$ cat config.mk
export PLATFORM = sky130hd
export DESIGN_NAME = ssl_top
export DESIGN_NICKNAME = d
export VERILOG_FILES = /design/src/hw/ssl_pkg.sv /design/src/hw/ssl_pd_if.sv /design/src/hw/ssl_top.sv /design/src/hw/ssl_lock_detect.sv
export SDC_FILE = /design/constraint.sdc
export NUM_CORES = 1
export LEC_CHECK = 0
export ABC_AREA = 1
export BUFFER_PORTS_ARGS = -buffer_cell sky130_fd_sc_hd__buf_2
export CORE_MARGIN = 3
export CORE_UTILIZATION = 60
export DETAILED_ROUTE_END_ITERATION = 8
export GPL_TIMING_DRIVEN = 0
export PLACE_DENSITY = 0.73
export SYNTH_ARGS = -nofsm -noshare
export SYNTH_HDL_FRONTEND = slang
export SYNTH_HIERARCHICAL = 1
export SYNTH_SLANG_ARGS = --single-unit
export TNS_END_PERCENT = 100
$ cat constraint.sdc
create_clock -name clock_in -period 5.8 [get_ports clock_in]
set_clock_uncertainty 0.05 [all_clocks]
set_input_delay 1.45 -clock clock_in [delete_from_list [all_inputs] [get_ports clock_in]]
set_output_delay 1.45 -clock clock_in [all_outputs]
set_load 0.05 [all_outputs]
$ cat src/hw/ssl_pkg.sv
// constants and types shared by the synthesizer control section
package ssl_pkg;
  // serial word and latch select
  localparam int          WORD_W        = 24;
  localparam int          SEL_LSB       = 0;
  localparam logic [1:0]  SEL_REF       = 2'h0;
  localparam logic [1:0]  SEL_FB        = 2'h1;
  localparam logic [1:0]  SEL_FUNC      = 2'h2;
  localparam logic [1:0]  SEL_INIT      = 2'h3;
  localparam logic [23:0] LATCH_RESET   = 24'h000000;
  // reference divider latch fields
  localparam int          REFDIV_LSB    = 2;
  localparam int          REFDIV_W      = 14;
  localparam int          BACKLASH_LSB  = 16;
  localparam int          TEST_LSB      = 18;
  localparam int          PRECISION_BIT = 20;
  // feedback divider latch fields
  localparam int          SWALLOW_LSB   = 2;
  localparam int          SWALLOW_W     = 6;
  localparam int          MAIN_LSB      = 8;
  localparam int          MAIN_W        = 13;
  localparam int          GAIN_BIT      = 21;
  localparam int          FBDIV_W       = 20;
  // function and initialization latch fields
  localparam int          CNT_RESET_BIT = 2;
  localparam int          PD_A_BIT      = 3;
  localparam int          OUTSEL_LSB    = 4;
  localparam int          POLARITY_BIT  = 7;
  localparam int          TRISTATE_BIT  = 8;
  localparam int          FAST_EN_BIT   = 9;
  localparam int          FAST_MODE_BIT = 10;
  localparam int          TIMEOUT_LSB   = 11;
  localparam int          CUR_A_LSB     = 15;
  localparam int          CUR_B_LSB     = 18;
  localparam int          PD_B_BIT      = 21;
  localparam int          MODULUS_LSB   = 22;
  // status output select codes
  localparam logic [2:0]  OUT_LOW       = 3'h0;
  localparam logic [2:0]  OUT_DLOCK     = 3'h1;
  localparam logic [2:0]  OUT_FB_TICK   = 3'h2;
  localparam logic [2:0]  OUT_HIGH      = 3'h3;
  localparam logic [2:0]  OUT_REF_TICK  = 3'h4;
  localparam logic [2:0]  OUT_ALOCK     = 3'h5;
  localparam logic [2:0]  OUT_SDATA     = 3'h6;
  // timing
  localparam int          CLK_NS        = 40;
  localparam int          LOCK_SET_NS   = 15;
  localparam int          LOCK_DROP_NS  = 25;
  localparam int          SET_CYC       = (LOCK_SET_NS + CLK_NS - 1) / CLK_NS;
  localparam int          DROP_RAW      = LOCK_DROP_NS / CLK_NS;
  localparam int          DROP_CYC      = (DROP_RAW < 1) ? 1 : DROP_RAW;
  localparam logic [3:0]  SET_ERR       = 4'(SET_CYC);
  localparam logic [3:0]  DROP_ERR      = 4'(DROP_CYC);
  localparam logic [2:0]  GOOD_COARSE   = 3'h3;
  localparam logic [2:0]  GOOD_FINE     = 3'h5;
  // phase detector states
  typedef enum logic [2:0] {
    PD_IDLE     = 3'b001,
    PD_WAIT_FB  = 3'b010,
    PD_WAIT_REF = 3'b100
  } ssl_pd_state_type;
endpackage

$ cat src/hw/ssl_pd_if.sv
// signals between the divider section and the lock detector
`timescale 1ns/1ns
interface ssl_pd_if;
  logic ref_tick;   // divided reference edge
  logic fb_tick;    // divided feedback edge
  logic precise;    // five-cycle lock qualification
  logic run;        // detector powered and counting
  logic lock;       // digital lock level
  logic ref_lead;   // reference edge waiting for feedback
  logic fb_lead;    // feedback edge waiting for reference
  logic cycle_done; // one detector cycle closed
  modport source (output ref_tick, fb_tick, precise, run,
                  input lock, ref_lead, fb_lead, cycle_done);
  modport detector (input ref_tick, fb_tick, precise, run,
                    output lock, ref_lead, fb_lead, cycle_done);
endinterface

$ cat src/hw/ssl_top.sv
// serial latch bank, dividers, pump control and status output
`timescale 1ns/1ns
module ssl_top (
  input  wire logic       clock_in,
  input  wire logic       reset_in,
  input  wire logic       serial_clk_in,      // serial clock pin
  input  wire logic       serial_data_in,     // serial data pin
  input  wire logic       load_strobe_in,     // load strobe pin
  input  wire logic       chip_enable_in,     // high to run
  input  wire logic       ref_clk_in,         // reference input
  input  wire logic       fb_clk_in,          // feedback input
  output logic            status_out_pin_out, // multiplexed status
  output logic            pump_up_out,
  output logic            pump_down_out,
  output logic            pump_oe_n_out,      // low while pump drives
  output logic [2:0]      pump_current_out,
  output logic            lock_od_out,        // open-drain level
  output logic            lock_od_oe_n_out,   // low while pulling down
  output logic            digital_lock_out
);
  import ssl_pkg::*;

  ssl_pd_if pd_bus ();

  // modulus from the two select bits
  function automatic logic [6:0] modulus(input logic [1:0] sel);
    modulus = 7'h08 << sel;
  endfunction

  function automatic logic [FBDIV_W-1:0] fb_ratio(input logic [23:0] fbw,
                                                  input logic [23:0] fnw);
    logic [FBDIV_W-1:0] prod;
    prod = FBDIV_W'(fbw[MAIN_LSB +: MAIN_W]) * FBDIV_W'(modulus(fnw[MODULUS_LSB +: 2]));
    fb_ratio = prod + FBDIV_W'(fbw[SWALLOW_LSB +: SWALLOW_W]);
  endfunction

  // pin synchronisers, stage one read only by stage two
  logic [5:0] pin_s1_q;
  logic [5:0] pin_s2_q;
  logic [5:0] pin_prev_q;   // for edge detection
  logic       sclk_rise;
  logic       strobe_rise;
  logic       ref_rise;
  logic       fb_rise;

  always_ff @(posedge clock_in) begin
    if (reset_in) begin
      pin_s1_q   <= 6'h00;
      pin_s2_q   <= 6'h00;
      pin_prev_q <= 6'h00;
    end else begin
      pin_s1_q   <= {fb_clk_in, ref_clk_in, chip_enable_in,
                     load_strobe_in, serial_data_in, serial_clk_in};
      pin_s2_q   <= pin_s1_q;
      pin_prev_q <= pin_s2_q;
    end
  end

  assign sclk_rise   = pin_s2_q[0] && !pin_prev_q[0];
  assign strobe_rise = pin_s2_q[2] && !pin_prev_q[2];
  assign ref_rise    = pin_s2_q[4] && !pin_prev_q[4];
  assign fb_rise     = pin_s2_q[5] && !pin_prev_q[5];

  // serial shift register
  logic [WORD_W-1:0] shift_q;
  always_ff @(posedge clock_in) begin
    if (reset_in)
      shift_q <= LATCH_RESET;
    else if (sclk_rise)
      shift_q <= {shift_q[WORD_W-2:0], pin_s2_q[1]};
  end

  // latches; init also clears the counters for one cycle
  logic [WORD_W-1:0] ref_latch_q;
  logic [WORD_W-1:0] fb_latch_q;
  logic [WORD_W-1:0] func_latch_q;
  logic              init_clr_q;

  always_ff @(posedge clock_in) begin
    if (reset_in) begin
      ref_latch_q  <= LATCH_RESET;
      fb_latch_q   <= LATCH_RESET;
      func_latch_q <= LATCH_RESET;
      init_clr_q   <= 1'b0;
    end else begin
      init_clr_q <= 1'b0;
      if (strobe_rise) begin
        unique case (shift_q[SEL_LSB +: 2])
          SEL_REF:  ref_latch_q  <= shift_q;  // fields kept in place
          SEL_FB:   fb_latch_q   <= shift_q;
          SEL_FUNC: func_latch_q <= shift_q;
          SEL_INIT: begin
            func_latch_q <= shift_q;
            init_clr_q   <= 1'b1;
          end
        endcase
      end
    end
  end

  // power state from enable pin and power-down bit
  logic powered;
  logic cnt_clear;
  assign powered   = pin_s2_q[3] && !func_latch_q[PD_A_BIT];
  assign cnt_clear = !powered || func_latch_q[CNT_RESET_BIT] || init_clr_q;

  // reference divider
  logic [REFDIV_W-1:0] ref_cnt_q;
  logic                ref_tick_q;
  logic [REFDIV_W-1:0] ref_ratio;
  assign ref_ratio = ref_latch_q[REFDIV_LSB +: REFDIV_W];

  always_ff @(posedge clock_in) begin
    if (reset_in || cnt_clear) begin
      ref_cnt_q  <= '0;
      ref_tick_q <= 1'b0;
    end else begin
      ref_tick_q <= 1'b0;
      // one tick per ratio edges, zero acts as one
      if (ref_rise) begin
        if (ref_cnt_q + 14'h0001 >= ref_ratio) begin
          ref_cnt_q  <= '0;
          ref_tick_q <= 1'b1;
        end else begin
          ref_cnt_q <= ref_cnt_q + 14'h0001;
        end
      end
    end
  end

  // feedback divider; main count below 3 is not guarded
  logic [FBDIV_W-1:0] fb_cnt_q;
  logic               fb_tick_q;
  logic [FBDIV_W-1:0] fb_limit;
  assign fb_limit = fb_ratio(fb_latch_q, func_latch_q);

  always_ff @(posedge clock_in) begin
    if (reset_in || cnt_clear) begin
      fb_cnt_q  <= '0;
      fb_tick_q <= 1'b0;
    end else begin
      fb_tick_q <= 1'b0;
      if (fb_rise) begin
        if (fb_cnt_q + 20'h00001 >= fb_limit) begin
          fb_cnt_q  <= '0;
          fb_tick_q <= 1'b1;
        end else begin
          fb_cnt_q <= fb_cnt_q + 20'h00001;
        end
      end
    end
  end

  // detector compares the two divided edges
  assign pd_bus.ref_tick = ref_tick_q;
  assign pd_bus.fb_tick  = fb_tick_q;
  assign pd_bus.precise  = ref_latch_q[PRECISION_BIT];
  assign pd_bus.run      = !cnt_clear;

  ssl_lock_detect u_lock (
    .clock_in (clock_in),
    .reset_in (reset_in),
    .pd_io    (pd_bus.detector)
  );

  // antibacklash overlap after each closed cycle
  logic [2:0] backlash_q;
  always_ff @(posedge clock_in) begin
    if (reset_in)
      backlash_q <= 3'h0;
    else if (pd_bus.cycle_done)
      backlash_q <= {1'b0, ref_latch_q[BACKLASH_LSB +: 2]} + 3'h1;
    else if (backlash_q != 3'h0)
      backlash_q <= backlash_q - 3'h1;
  end

  // pump drive; polarity low swaps the directions
  logic up_raw;
  logic down_raw;
  logic mismatch;
  assign mismatch = pd_bus.ref_lead || pd_bus.fb_lead;
  assign up_raw   = pd_bus.ref_lead || (backlash_q != 3'h0);
  assign down_raw = pd_bus.fb_lead || (backlash_q != 3'h0);

  always_ff @(posedge clock_in) begin
    if (reset_in) begin
      pump_up_out   <= 1'b0;
      pump_down_out <= 1'b0;
      pump_oe_n_out <= 1'b1;
    end else begin
      pump_up_out   <= func_latch_q[POLARITY_BIT] ? up_raw : down_raw;
      pump_down_out <= func_latch_q[POLARITY_BIT] ? down_raw : up_raw;
      pump_oe_n_out <= !powered || func_latch_q[TRISTATE_BIT];
    end
  end

  // pump current: second setting when fast acquire and gain bit set
  always_ff @(posedge clock_in) begin
    if (reset_in)
      pump_current_out <= 3'h0;
    else if (func_latch_q[FAST_EN_BIT] && fb_latch_q[GAIN_BIT])
      pump_current_out <= func_latch_q[CUR_B_LSB +: 3];
    else
      pump_current_out <= func_latch_q[CUR_A_LSB +: 3];
  end

  // analog lock and digital lock pins
  always_ff @(posedge clock_in) begin
    if (reset_in) begin
      lock_od_out      <= 1'b0;
      lock_od_oe_n_out <= 1'b1;
      digital_lock_out <= 1'b0;
    end else begin
      // pull low only while edges disagree
      lock_od_out      <= 1'b0;
      lock_od_oe_n_out <= !mismatch;
      digital_lock_out <= pd_bus.lock;
    end
  end

  // status multiplexer
  always_ff @(posedge clock_in) begin
    if (reset_in) begin
      status_out_pin_out <= 1'b0;
    end else begin
      unique case (func_latch_q[OUTSEL_LSB +: 3])
        OUT_DLOCK:    status_out_pin_out <= pd_bus.lock;
        OUT_FB_TICK:  status_out_pin_out <= fb_tick_q;
        OUT_HIGH:     status_out_pin_out <= 1'b1;
        OUT_REF_TICK: status_out_pin_out <= ref_tick_q;
        OUT_ALOCK:    status_out_pin_out <= !mismatch;
        OUT_SDATA:    status_out_pin_out <= pin_s2_q[1];
        default:      status_out_pin_out <= 1'b0;
      endcase
    end
  end

  a_shift_capture: assert property (@(posedge clock_in) disable iff (reset_in)
    sclk_rise |=> shift_q[0] == $past(pin_s2_q[1])
      && shift_q[WORD_W-1:1] == $past(shift_q[WORD_W-2:0]))
    else $error("serial bit not captured");
  a_latch_select: assert property (@(posedge clock_in) disable iff (reset_in)
    strobe_rise && shift_q[1:0] == SEL_FB |=> fb_latch_q == $past(shift_q) && $stable(ref_latch_q))
    else $error("feedback word went to wrong latch");
  a_latch_load: assert property (@(posedge clock_in) disable iff (reset_in)
    !strobe_rise |=> $stable(ref_latch_q) && $stable(fb_latch_q) && $stable(func_latch_q))
    else $error("latch changed without strobe");
  a_ref_divide: assert property (@(posedge clock_in) disable iff (reset_in)
    ref_tick_q |-> $past(ref_rise) && ref_cnt_q == '0)
    else $error("reference tick without edge");
  a_outsel_dlock: assert property (@(posedge clock_in) disable iff (reset_in)
    func_latch_q[OUTSEL_LSB +: 3] == OUT_DLOCK && $stable(func_latch_q)
      |=> status_out_pin_out == $past(pd_bus.lock))
    else $error("status output not showing lock");
  a_pump_off: assert property (@(posedge clock_in) disable iff (reset_in)
    !pin_s2_q[3] |=> pump_oe_n_out ##1 !pd_bus.lock)
    else $error("pump or lock active while disabled");
  a_backlash_len: assert property (@(posedge clock_in) disable iff (reset_in)
    pd_bus.cycle_done
      |=> backlash_q == {1'b0, $past(ref_latch_q[BACKLASH_LSB +: 2])} + 3'h1)
    else $error("backlash overlap length wrong");
  a_alock_pulse: assert property (@(posedge clock_in) disable iff (reset_in)
    mismatch |=> !lock_od_oe_n_out && !lock_od_out)
    else $error("analog lock not pulled low on error");
endmodule

$ cat src/hw/ssl_lock_detect.sv
// phase detector and digital lock detector
`timescale 1ns/1ns
module ssl_lock_detect (
  input  wire logic clock_in,
  input  wire logic reset_in,
  ssl_pd_if.detector pd_io
);
  import ssl_pkg::*;

  ssl_pd_state_type state_q;  // which edge is outstanding
  ssl_pd_state_type state_d;
  logic [3:0]       err_q;    // phase error in clock cycles
  logic [2:0]       good_q;   // consecutive good cycles
  logic             lock_q;
  logic             done_q;
  logic             done;     // cycle closes now
  logic [3:0]       err_end;  // error of the closing cycle
  logic [2:0]       need;

  // edge pairing; a repeat edge while waiting is ignored
  always_comb begin
    state_d = state_q;
    done    = 1'b0;
    err_end = err_q;
    unique case (state_q)
      PD_IDLE: begin
        if (pd_io.ref_tick && pd_io.fb_tick) begin
          done    = 1'b1;
          err_end = 4'h0;
        end else if (pd_io.ref_tick) begin
          state_d = PD_WAIT_FB;
        end else if (pd_io.fb_tick) begin
          state_d = PD_WAIT_REF;
        end
      end
      PD_WAIT_FB: begin
        if (pd_io.fb_tick) begin
          done    = 1'b1;
          state_d = PD_IDLE;
        end
      end
      PD_WAIT_REF: begin
        if (pd_io.ref_tick) begin
          done    = 1'b1;
          state_d = PD_IDLE;
        end
      end
      default: state_d = PD_IDLE;
    endcase
  end

  // state and error count, set back to idle and to one when not running
  always_ff @(posedge clock_in) begin
    if (reset_in || !pd_io.run) begin
      state_q <= PD_IDLE;
      err_q   <= 4'h1;
      done_q  <= 1'b0;
    end else begin
      state_q <= state_d;
      done_q  <= done;
      // saturate so a lost edge reads as large error
      if (state_d == PD_IDLE)
        err_q <= 4'h1;
      else if (err_q != 4'hf)
        err_q <= err_q + 4'h1;
    end
  end

  assign need = pd_io.precise ? GOOD_FINE : GOOD_COARSE;

  // lock qualification on each closed cycle
  always_ff @(posedge clock_in) begin
    if (reset_in || !pd_io.run) begin
      good_q <= 3'h0;
      lock_q <= 1'b0;
    end else if (done) begin
      if (err_end >= DROP_ERR) begin
        good_q <= 3'h0;
        lock_q <= 1'b0;
      end else if (err_end < SET_ERR) begin
        if (good_q != 3'h7)
          good_q <= good_q + 3'h1;
        if (good_q + 3'h1 >= need)
          lock_q <= 1'b1;
      end else begin
        good_q <= 3'h0;
      end
    end
  end

  assign pd_io.lock       = lock_q;
  assign pd_io.ref_lead   = (state_q == PD_WAIT_FB);
  assign pd_io.fb_lead    = (state_q == PD_WAIT_REF);
  assign pd_io.cycle_done = done_q;

  a_lock_coarse: assert property (@(posedge clock_in) disable iff (reset_in)
    $rose(lock_q) && !$past(pd_io.precise) |-> $past(good_q) == 3'h2)
    else $error("coarse lock set without three good cycles");
  a_lock_fine: assert property (@(posedge clock_in) disable iff (reset_in)
    $rose(lock_q) && $past(pd_io.precise) |-> $past(good_q) == 3'h4)
    else $error("fine lock set without five good cycles");
  a_lock_drop: assert property (@(posedge clock_in) disable iff (reset_in)
    lock_q && done && err_end >= DROP_ERR && pd_io.run |=> !lock_q)
    else $error("lock kept after large phase error");
  a_lock_hold: assert property (@(posedge clock_in) disable iff (reset_in)
    lock_q && !done && pd_io.run |=> lock_q)
    else $error("lock dropped without a bad cycle");
endmodule

==> reports/summary.md, run 1 <==
## Status
• finished clean — outcome

## Critical path
• fa_1 — Worst path slowest cell
• 10 — Critical Path Fanout Max
• register — critical path launch point type
• 4 — buffer and inverter count on the worst path
• reg -> reg — type of the worst setup path
• adder cells — cell type group with the largest total delay on the critical path
• register — critical path capture point type
• 6.04 ns — data required time of the critical path
• nand2_1 — dominant cell type by count on the critical path
• 5.64 ns — crit path DAT
• 0.55 ns — CP max stage delay

## Synthesis
• 32.2% — Yosys top cell area share
• 0 — EDFF count, synth
• 1,337 — instance count of the mapped netlist
• nand2_1 — most common cell in the synthesized netlist
• dfxtp_1 (32%), ha_1 (12%), nand2_1 (8.5%) — biggest area contributors in the synthesized netlist
• 32.2% — register area share after synthesis
• nand2_1 (216), nor2_1 (207), inv_1 (199), dfxtp_1 (154), a21oi_1 (111) — list of most frequent post-synthesis cells
• 0% — Post-synth ARST share
• 45 — synth unique cells
• 7.17 um2 — synthesized area per cell
• 154 — flops & latches, synth
• 6 — number of warnings printed during yosys synthesis
• dfxtp_1 — post-synthesis cell type with the largest combined area
• 9590 um2 — Cell Area, Synth
• dfxtp_1 — most used flip-flop cell after synthesis
• 1,462 — post-synthesis net count

## Run
• 0 — # Max-Cap Violations

## Global route
• 34,500 um — global-route wire length before repair
• 0 — total gr overflow
• 23.5% — Global Route Usage Sum
• 21 — largest net degree at the start of global routing
• 0 — initial antenna violation count
• 7,515 — vias in the first global route

## STA
• 0.620 ns — pin slew with the least headroom to its limit
• 0.185 GHz — FMAX
• 0 — number of failing hold endpoints at the final stage
• 0.353 ns — Final Hold Slack
• 0 ns — Total Neg Setup Slack
• no — RSZ-0062 raised after global routing
• 0 — final max-slew violation count
• 93.2% — final worst path period share
• 0 — Final setup viols
• 58.5% — Rel. slew slack
• 0.392 ns — final critical-path setup slack
• 5.41 ns — post-layout min period

## Floorplanning
• 17,500 um2 — overall die area
• 45 — site row count
• 15,400 um2 — core footprint
• 132 um — Chip Height
• 18 — number of primary I/O pins
• 62.1% — starting density of the core
• 132 um — die boundary width

## Placed design
• 0.904 — placer congestion estimate
• 0.0648 ns — post-placement setup slack
• 16 — Port Buffers
• 15,800 um — detailed placer's ending HPWL

## Drt
• 0 — Post-DRT Antenna Nets
• 5 — number of iterations in the first detailed-routing pass
• 8,353 — routed via count
• 463 — drt first-iter violations
• 0 — Residual DRC
• 20,700 um — total routed wirelength
• 12.9 um — WL per Instance
• 5.23 — average vias per placed instance

## Final layout
• 1,408 — filler cell count in the final layout
• 0 — # diodes
• 3080 um2 — total area of sequential cells
• 5540 um2 — area used by multi-input combinational logic
• 1,497 — Net count, final
• 10.5% — layout-stage area growth over the synthesis result
• 8.01% — layout cells sized above 1

## Clock network
• clkbuf_16 — root buf cell
• done — CTS tree
• 17 — Num CTS Buffers
• 0.43 ns — Worst-Skew Late Latency
• 0 — CTS Hold Bufs
• 4 — number of levels in the clock H-tree
• 2 — Max Root-Sink Buffers
• 154 — clock sink count
• 0.07 ns — clock-pin slew on the worst setup and hold paths

## Pwr
• 4.81 nW — P_leak
• 0.000252 V — maximum vdd ir drop
• 234 nW/um2 — pwr/cell area

## Hold path
• reg -> reg — path class of the lowest-slack min-delay path

==> state kept, by name (all words and copies together), names as in the netlist, 3 cells and up <==
register          count
func_latch_q         16
pump_current_out      3
u_lock/good_q         3
u_lock/err_q          4
pin_prev_q            4
fb_cnt_q             20
ref_cnt_q            14
fb_latch_q           20
u_lock/state_q        3
pin_s2_q              6
backlash_q            3
pin_s1_q              6
shift_q              24
ref_latch_q          17
==> cell families after synthesis <==
logic type,Yosys count,synth area share (%)
simple gates,556,25.3
flops,154,32.2
fa+ha+maj,117,17.2
xor+xnor,31,2.83
buf+inv,254,10.3
compound gates,224,12.2
other cells,1,0.0391
==> power breakdown <==
group	total [mW]	internal [mW]	leakage [nW]	switching [mW]
clock	1.16	0.601	0.309	0.558
sequential	1.11	1.09	1.25	0.0226
combinational	0.211	0.0637	3.26	0.147
==> repair_timing <==
action | 4_1_cts | 5_1_grt
setup endpoints to repair | 0 | 21
hold endpoints to repair | 0 | 0
gates resized for setup | 0 | 9
setup buffers | 0 | 0
==> final timing paths <==
kind	depth (start not counted)	startpoint	slack (ns)	end
hold reg to reg	2	pin_s1_q[5]	0.35	pin_s2_q[5]
hold / removal	2	pin_s1_q[5]	0.35	pin_s2_q[5]
setup / recovery	25	func_latch_q[23]	0.39	fb_cnt_q[13]
setup reg to reg	25	func_latch_q[23]	0.39	fb_cnt_q[13]
==> metal layers <==
metal | track usage [%] | vias to the layer above | wire length (um)
met2 | 40.0 | 198 | 9830
li1 | - | 4329 | -
met1 | 30.7 | 3788 | 9550
met5 | 0 | - | 0
met3 | 3.36 | 38 | 871
met4 | 8.37 | 0 | 407
==> layout make-up <==
type | count | area share [%]
Sequential cell | 154 | 29.1
Inverter | 215 | 7.62
Timing Repair Buffer | 16 | 0.756
Tap cell | 211 | 2.49
Clock buffer | 17 | 4.02
Clock inverter | 15 | 2.09
Buffer | 39 | 1.69
Multi-Input combinational cell | 929 | 52.2
==> cell usage in the layout, fill, tap and decap left out, types with 5 or more instances in the layout <==
cell       Yosys  routed
buf_2          3      19
nor2_4         6       8
nand3_1       72      72
nand2_2        4       5
o21ai_1       14      14
ha_1          93      93
fa_1          24      24
a21oi_1      111     111
clkbuf_1      28      27
xor2_1        22      22
clkbuf_16      0      17
o21bai_1       6       6
inv_2         14      16
a31oi_1        5       5
clkinv_8       0       9
nor2_2        10      10
inv_1        199     199
dfxtp_1      154     154
nand4_1        8       8
nor2_1       207     205
xnor2_1        9       9
nand2_1      216     215
o21ai_0       79      79
nor3_1        13      13
==> through the flow <==
step | power [mW] | instances | instance area, um2 | util (%)
6_report | 2.48 | 1596 | 10600 | 68.7
5_1_grt | 2.57 | 1596 | 10600 | 68.7
4_1_cts | 2.50 | 1596 | 10600 | 68.6
3_5_place_dp | 1.35 | 1564 | 9930 | 64.4
3_3_place_gp | 1.34 | 1564 | 9930 | 64.4
2_1_floorplan | 1.29 | 1337 | 9590 | -
==> worst min-delay path: stages, from the launching register on <==
cell and delay, ns:
dfxtp_1 0.30, inv_1 0.04, nor2_1 0.03
Note: power is estimated with default switching activity, not from simulation.
==> run 2, diff against run 1 <==
- ABC_AREA: 1 -> default
==> reports/summary.md, run 2 <==
## Pwr
• 4.44 nW — P_leak, -7.7%
• 46.7% — clock network power share, about the same
• 0.604 mW — reported net switching power, -17%
• 220 nW/um2 — pwr/cell area, -6.2%
• 0.000301 V — maximum vdd ir drop, +19%
• 1.70 mW — cell internal pwr, -3.3%
• 26.2% — switching power share of the total, -3.0 points
• 47.0% — sequential share of power, +2.1 points
• 6.3% — Combinational Power Share, -2.2 points

## Clock network
• 0.42 ns — Worst-Skew Late Latency, about the same
• 2 — Max Root-Sink Buffers, unchanged
• 154 — clock sink count, unchanged
• clkbuf_16 — root buf cell
• 0.07 ns — clock-pin slew on the worst setup and hold paths, about the same
• done — CTS tree
• 17 — Num CTS Buffers, unchanged
• 4 — number of levels in the clock H-tree, unchanged

## Hold path
• reg -> reg — path class of the lowest-slack min-delay path
• 1 — instance count along the most critical hold path, -1

## Drt
• 0 — Post-DRT Antenna Nets, unchanged
• 14.3 um — WL per Instance, +11%
• 5 — number of iterations in the first detailed-routing pass, unchanged
• 7,640 — routed via count, -8.5%
• 19,600 um — total routed wirelength, -5.3%
• 5.59 — average vias per placed instance, +6.9%
• 597 — drt first-iter violations, +29%
• 0 — Residual DRC, unchanged

## Synthesis
• dfxtp_1 — most used flip-flop cell after synthesis
• 9330 um2 — Cell Area, Synth, -2.6%
• 0% — Post-synth ARST share, unchanged
• dfxtp_1 — post-synthesis cell type with the largest combined area
• 6 — number of warnings printed during yosys synthesis, unchanged
• nand2_1 (222), dfxtp_1 (154), a21oi_1 (117), ha_1 (93), inv_1 (75) — list of most frequent post-synthesis cells
• dfxtp_1 (33%), ha_1 (12%), nand2_1 (8.9%) — biggest area contributors in the synthesized netlist
• 8.27 um2 — synthesized area per cell, +15%
• nand2_1 — most common cell in the synthesized netlist
• 1,128 — instance count of the mapped netlist, -16%
• 78 — synth unique cells, +73%
• 1,253 — post-synthesis net count, -14%
• 0 — EDFF count, synth, unchanged
• 33.0% — register area share after synthesis, +0.87 points
• 33.0% — Yosys top cell area share, +0.87 points
• 154 — flops & latches, synth, unchanged

## Global route
• 23.9% — Global Route Usage Sum, +0.33 points
• 7,315 — vias in the first global route, -2.7%
• 33,300 um — global-route wire length before repair, -3.5%
• 0 — initial antenna violation count, unchanged
• 18 — largest net degree at the start of global routing, -14%
• 0 — total gr overflow, unchanged

## Critical path
• 5.79 ns — crit path DAT, +0.15 ns
• 23 — number of cells on the worst reg-to-reg path, -8.0%
• 6.04 ns — data required time of the critical path, about the same
• register — critical path launch point type
• reg -> reg — type of the worst setup path
• register — critical path capture point type
• 8 — Critical Path Fanout Max, -2

## Final layout
• 12.2% — layout-stage area growth over the synthesis result
• nand2_1 — commonest non-fill, non-tap cell in the layout
• 1,208 — filler cell count in the final layout, -14%
• 10,500 um2 — final design instance area without fill, -1.2%
• 3090 um2 — total area of sequential cells, +0.24%
• 24 — max FFs per register, unchanged
• shift_q — register with the most flip-flops
• 0 — # diodes, unchanged
• 10.1% — layout cells sized above 1, +2.1 points
• 5880 um2 — area used by multi-input combinational logic, +6.3%
• 1,366 — final cell count without fillers, -14%
• shift_q: 24 flops, fb_cnt_q: 20 flops, fb_latch_q: 20 flops — top flop regs
• 1,294 — Net count, final, -14%
• nand2_1 (222), dfxtp_1 (152), a21oi_1 (115), ha_1 (89), inv_1 (75) — commonest cells after routing, fill and taps aside

## STA
• 0.180 GHz — FMAX, -2.6%
• 0.702 ns — pin slew with the least headroom to its limit, +0.0819 ns
• 0 — final max-slew violation count, unchanged
• 0 ns — Total Neg Setup Slack, unchanged
• 0 — number of failing hold endpoints at the final stage, unchanged
• 95.7% — final worst path period share, +2.5 points
• 0.249 ns — final critical-path setup slack, -0.143 ns
• 0 — Final setup viols, unchanged
• 5.55 ns — post-layout min period, +0.143 ns
• 52.8% — Rel. slew slack, -5.7 points

## Placed design
• -0.905 ns — post-placement setup slack, -0.970 ns
• 1,328 — placed instance count, -15%
• 16 — Port Buffers, unchanged
• 14,600 um — detailed placer's ending HPWL, -7.7%
• 0.870 — placer congestion estimate, -3.8%
• 9640 um2 — placed cell area, -2.9%

## Floorplanning
• 17,100 um2 — overall die area, -2.5%
• 131 um — Chip Height, -1.3%
• 44 — site row count, -2.2%
• 14,900 um2 — core footprint, -3.6%
• 62.8% — starting density of the core, +0.65 points
• 18 — number of primary I/O pins, unchanged
• 131 um — die boundary width, -1.3%

## Status
• finished clean — outcome

## Run
• 0 — # Max-Cap Violations, unchanged

run 2: power by group through the flow:
stage	Combinational, mW	Sequential [mW]	Clock (mW)
finish	0.146	1.08	1.07
global route	0.164	1.08	1.14
CTS	0.148	1.08	1.09
detailed placement	0.146	1.11	0
global placement	0.144	1.11	0
floorplan	0.0881	1.13	0
run 2: logic make-up (layout without fill, tap and decap cells):
group	after synthesis	in the layout	synth area share, %
flip-flops	154	154	33.0
buffers and inverters	131	185	5.52
other	1	1	0.0402
multiplexers	6	6	0.670
AND/OR/NAND/NOR	475	475	25.3
adder cells (fa/ha/maj)	117	117	17.6
AO/OA/AOI/OAI	207	207	14.3
XOR/XNOR	37	37	3.47
run 2: final cells by class:
type                       count  share of cell area (%)
buffer                        54                    2.58
clock buffer                  18                    4.10
clock inverter                14                    1.43
inverter                      76                    2.72
multi-input combinational    843                    56.2
sequential                   154                    29.5
tap                          184                    2.20
timing repair buffer          23                    1.25
run 2: path summary, 6_finish.rpt:
check | from | end | slack (ns)
worst max-delay path | func_latch_q[22] | fb_cnt_q[11] | 0.25
worst min-delay path | pin_s1_q[5] | pin_s2_q[5] | 0.39
worst max register to register | func_latch_q[22] | fb_cnt_q[11] | 0.25
worst min register to register | pin_s1_q[5] | pin_s2_q[5] | 0.39
run 2: metal layers:
layer	vias up	wire length (um)	part of all wire [%]	GRT usage (%)
li1	3936	-	-	-
met1	3576	9130	47	30.1
met2	98	9640	49	41.5
met3	30	481	2.5	4.19
met4	0	320	1.6	7.86
met5	-	0	0	0
run 2: critical path, cell delays in order, from the launching register on:
cell      delay, ns
dfxtp_4        0.39
nor2b_4        0.20
buf_6          0.14
nand2_1        0.07
fa_1           0.49
fa_1           0.54
inv_1          0.04
ha_1           0.28
ha_1           0.29
ha_1           0.30
a21o_1         0.18
a21o_1         0.22
a211oi_2       0.32
nor2_1         0.09
o41a_1         0.38
xnor2_1        0.14
ha_1           0.28
nand4_1        0.16
nor2_4         0.17
o31a_1         0.20
a31oi_4        0.07
buf_4          0.17
a32oi_1        0.18
a21oi_1        0.08
run 2: through the flow:
step / hold slack [ns] / power (mW) / utilization, %
floorplan: 0.364 / 1.22 / -
CTS: 0.393 / 2.33 / 69.2
finish: 0.388 / 2.30 / 70.4
detailed placement: 0.377 / 1.25 / 64.9
global placement: 0.367 / 1.25 / 64.9
global route: 0.412 / 2.39 / 70.4
run 2: timing repair:
action | CTS | global route
resized for setup | 20 | 40
hold endpoints to repair | 0 | 0
setup buffers | 0 | 3
setup endpoints to repair | 21 | 21
hold buffers | 0 | 0
gates cloned | 0 | 4
pin swaps | 2 | 18
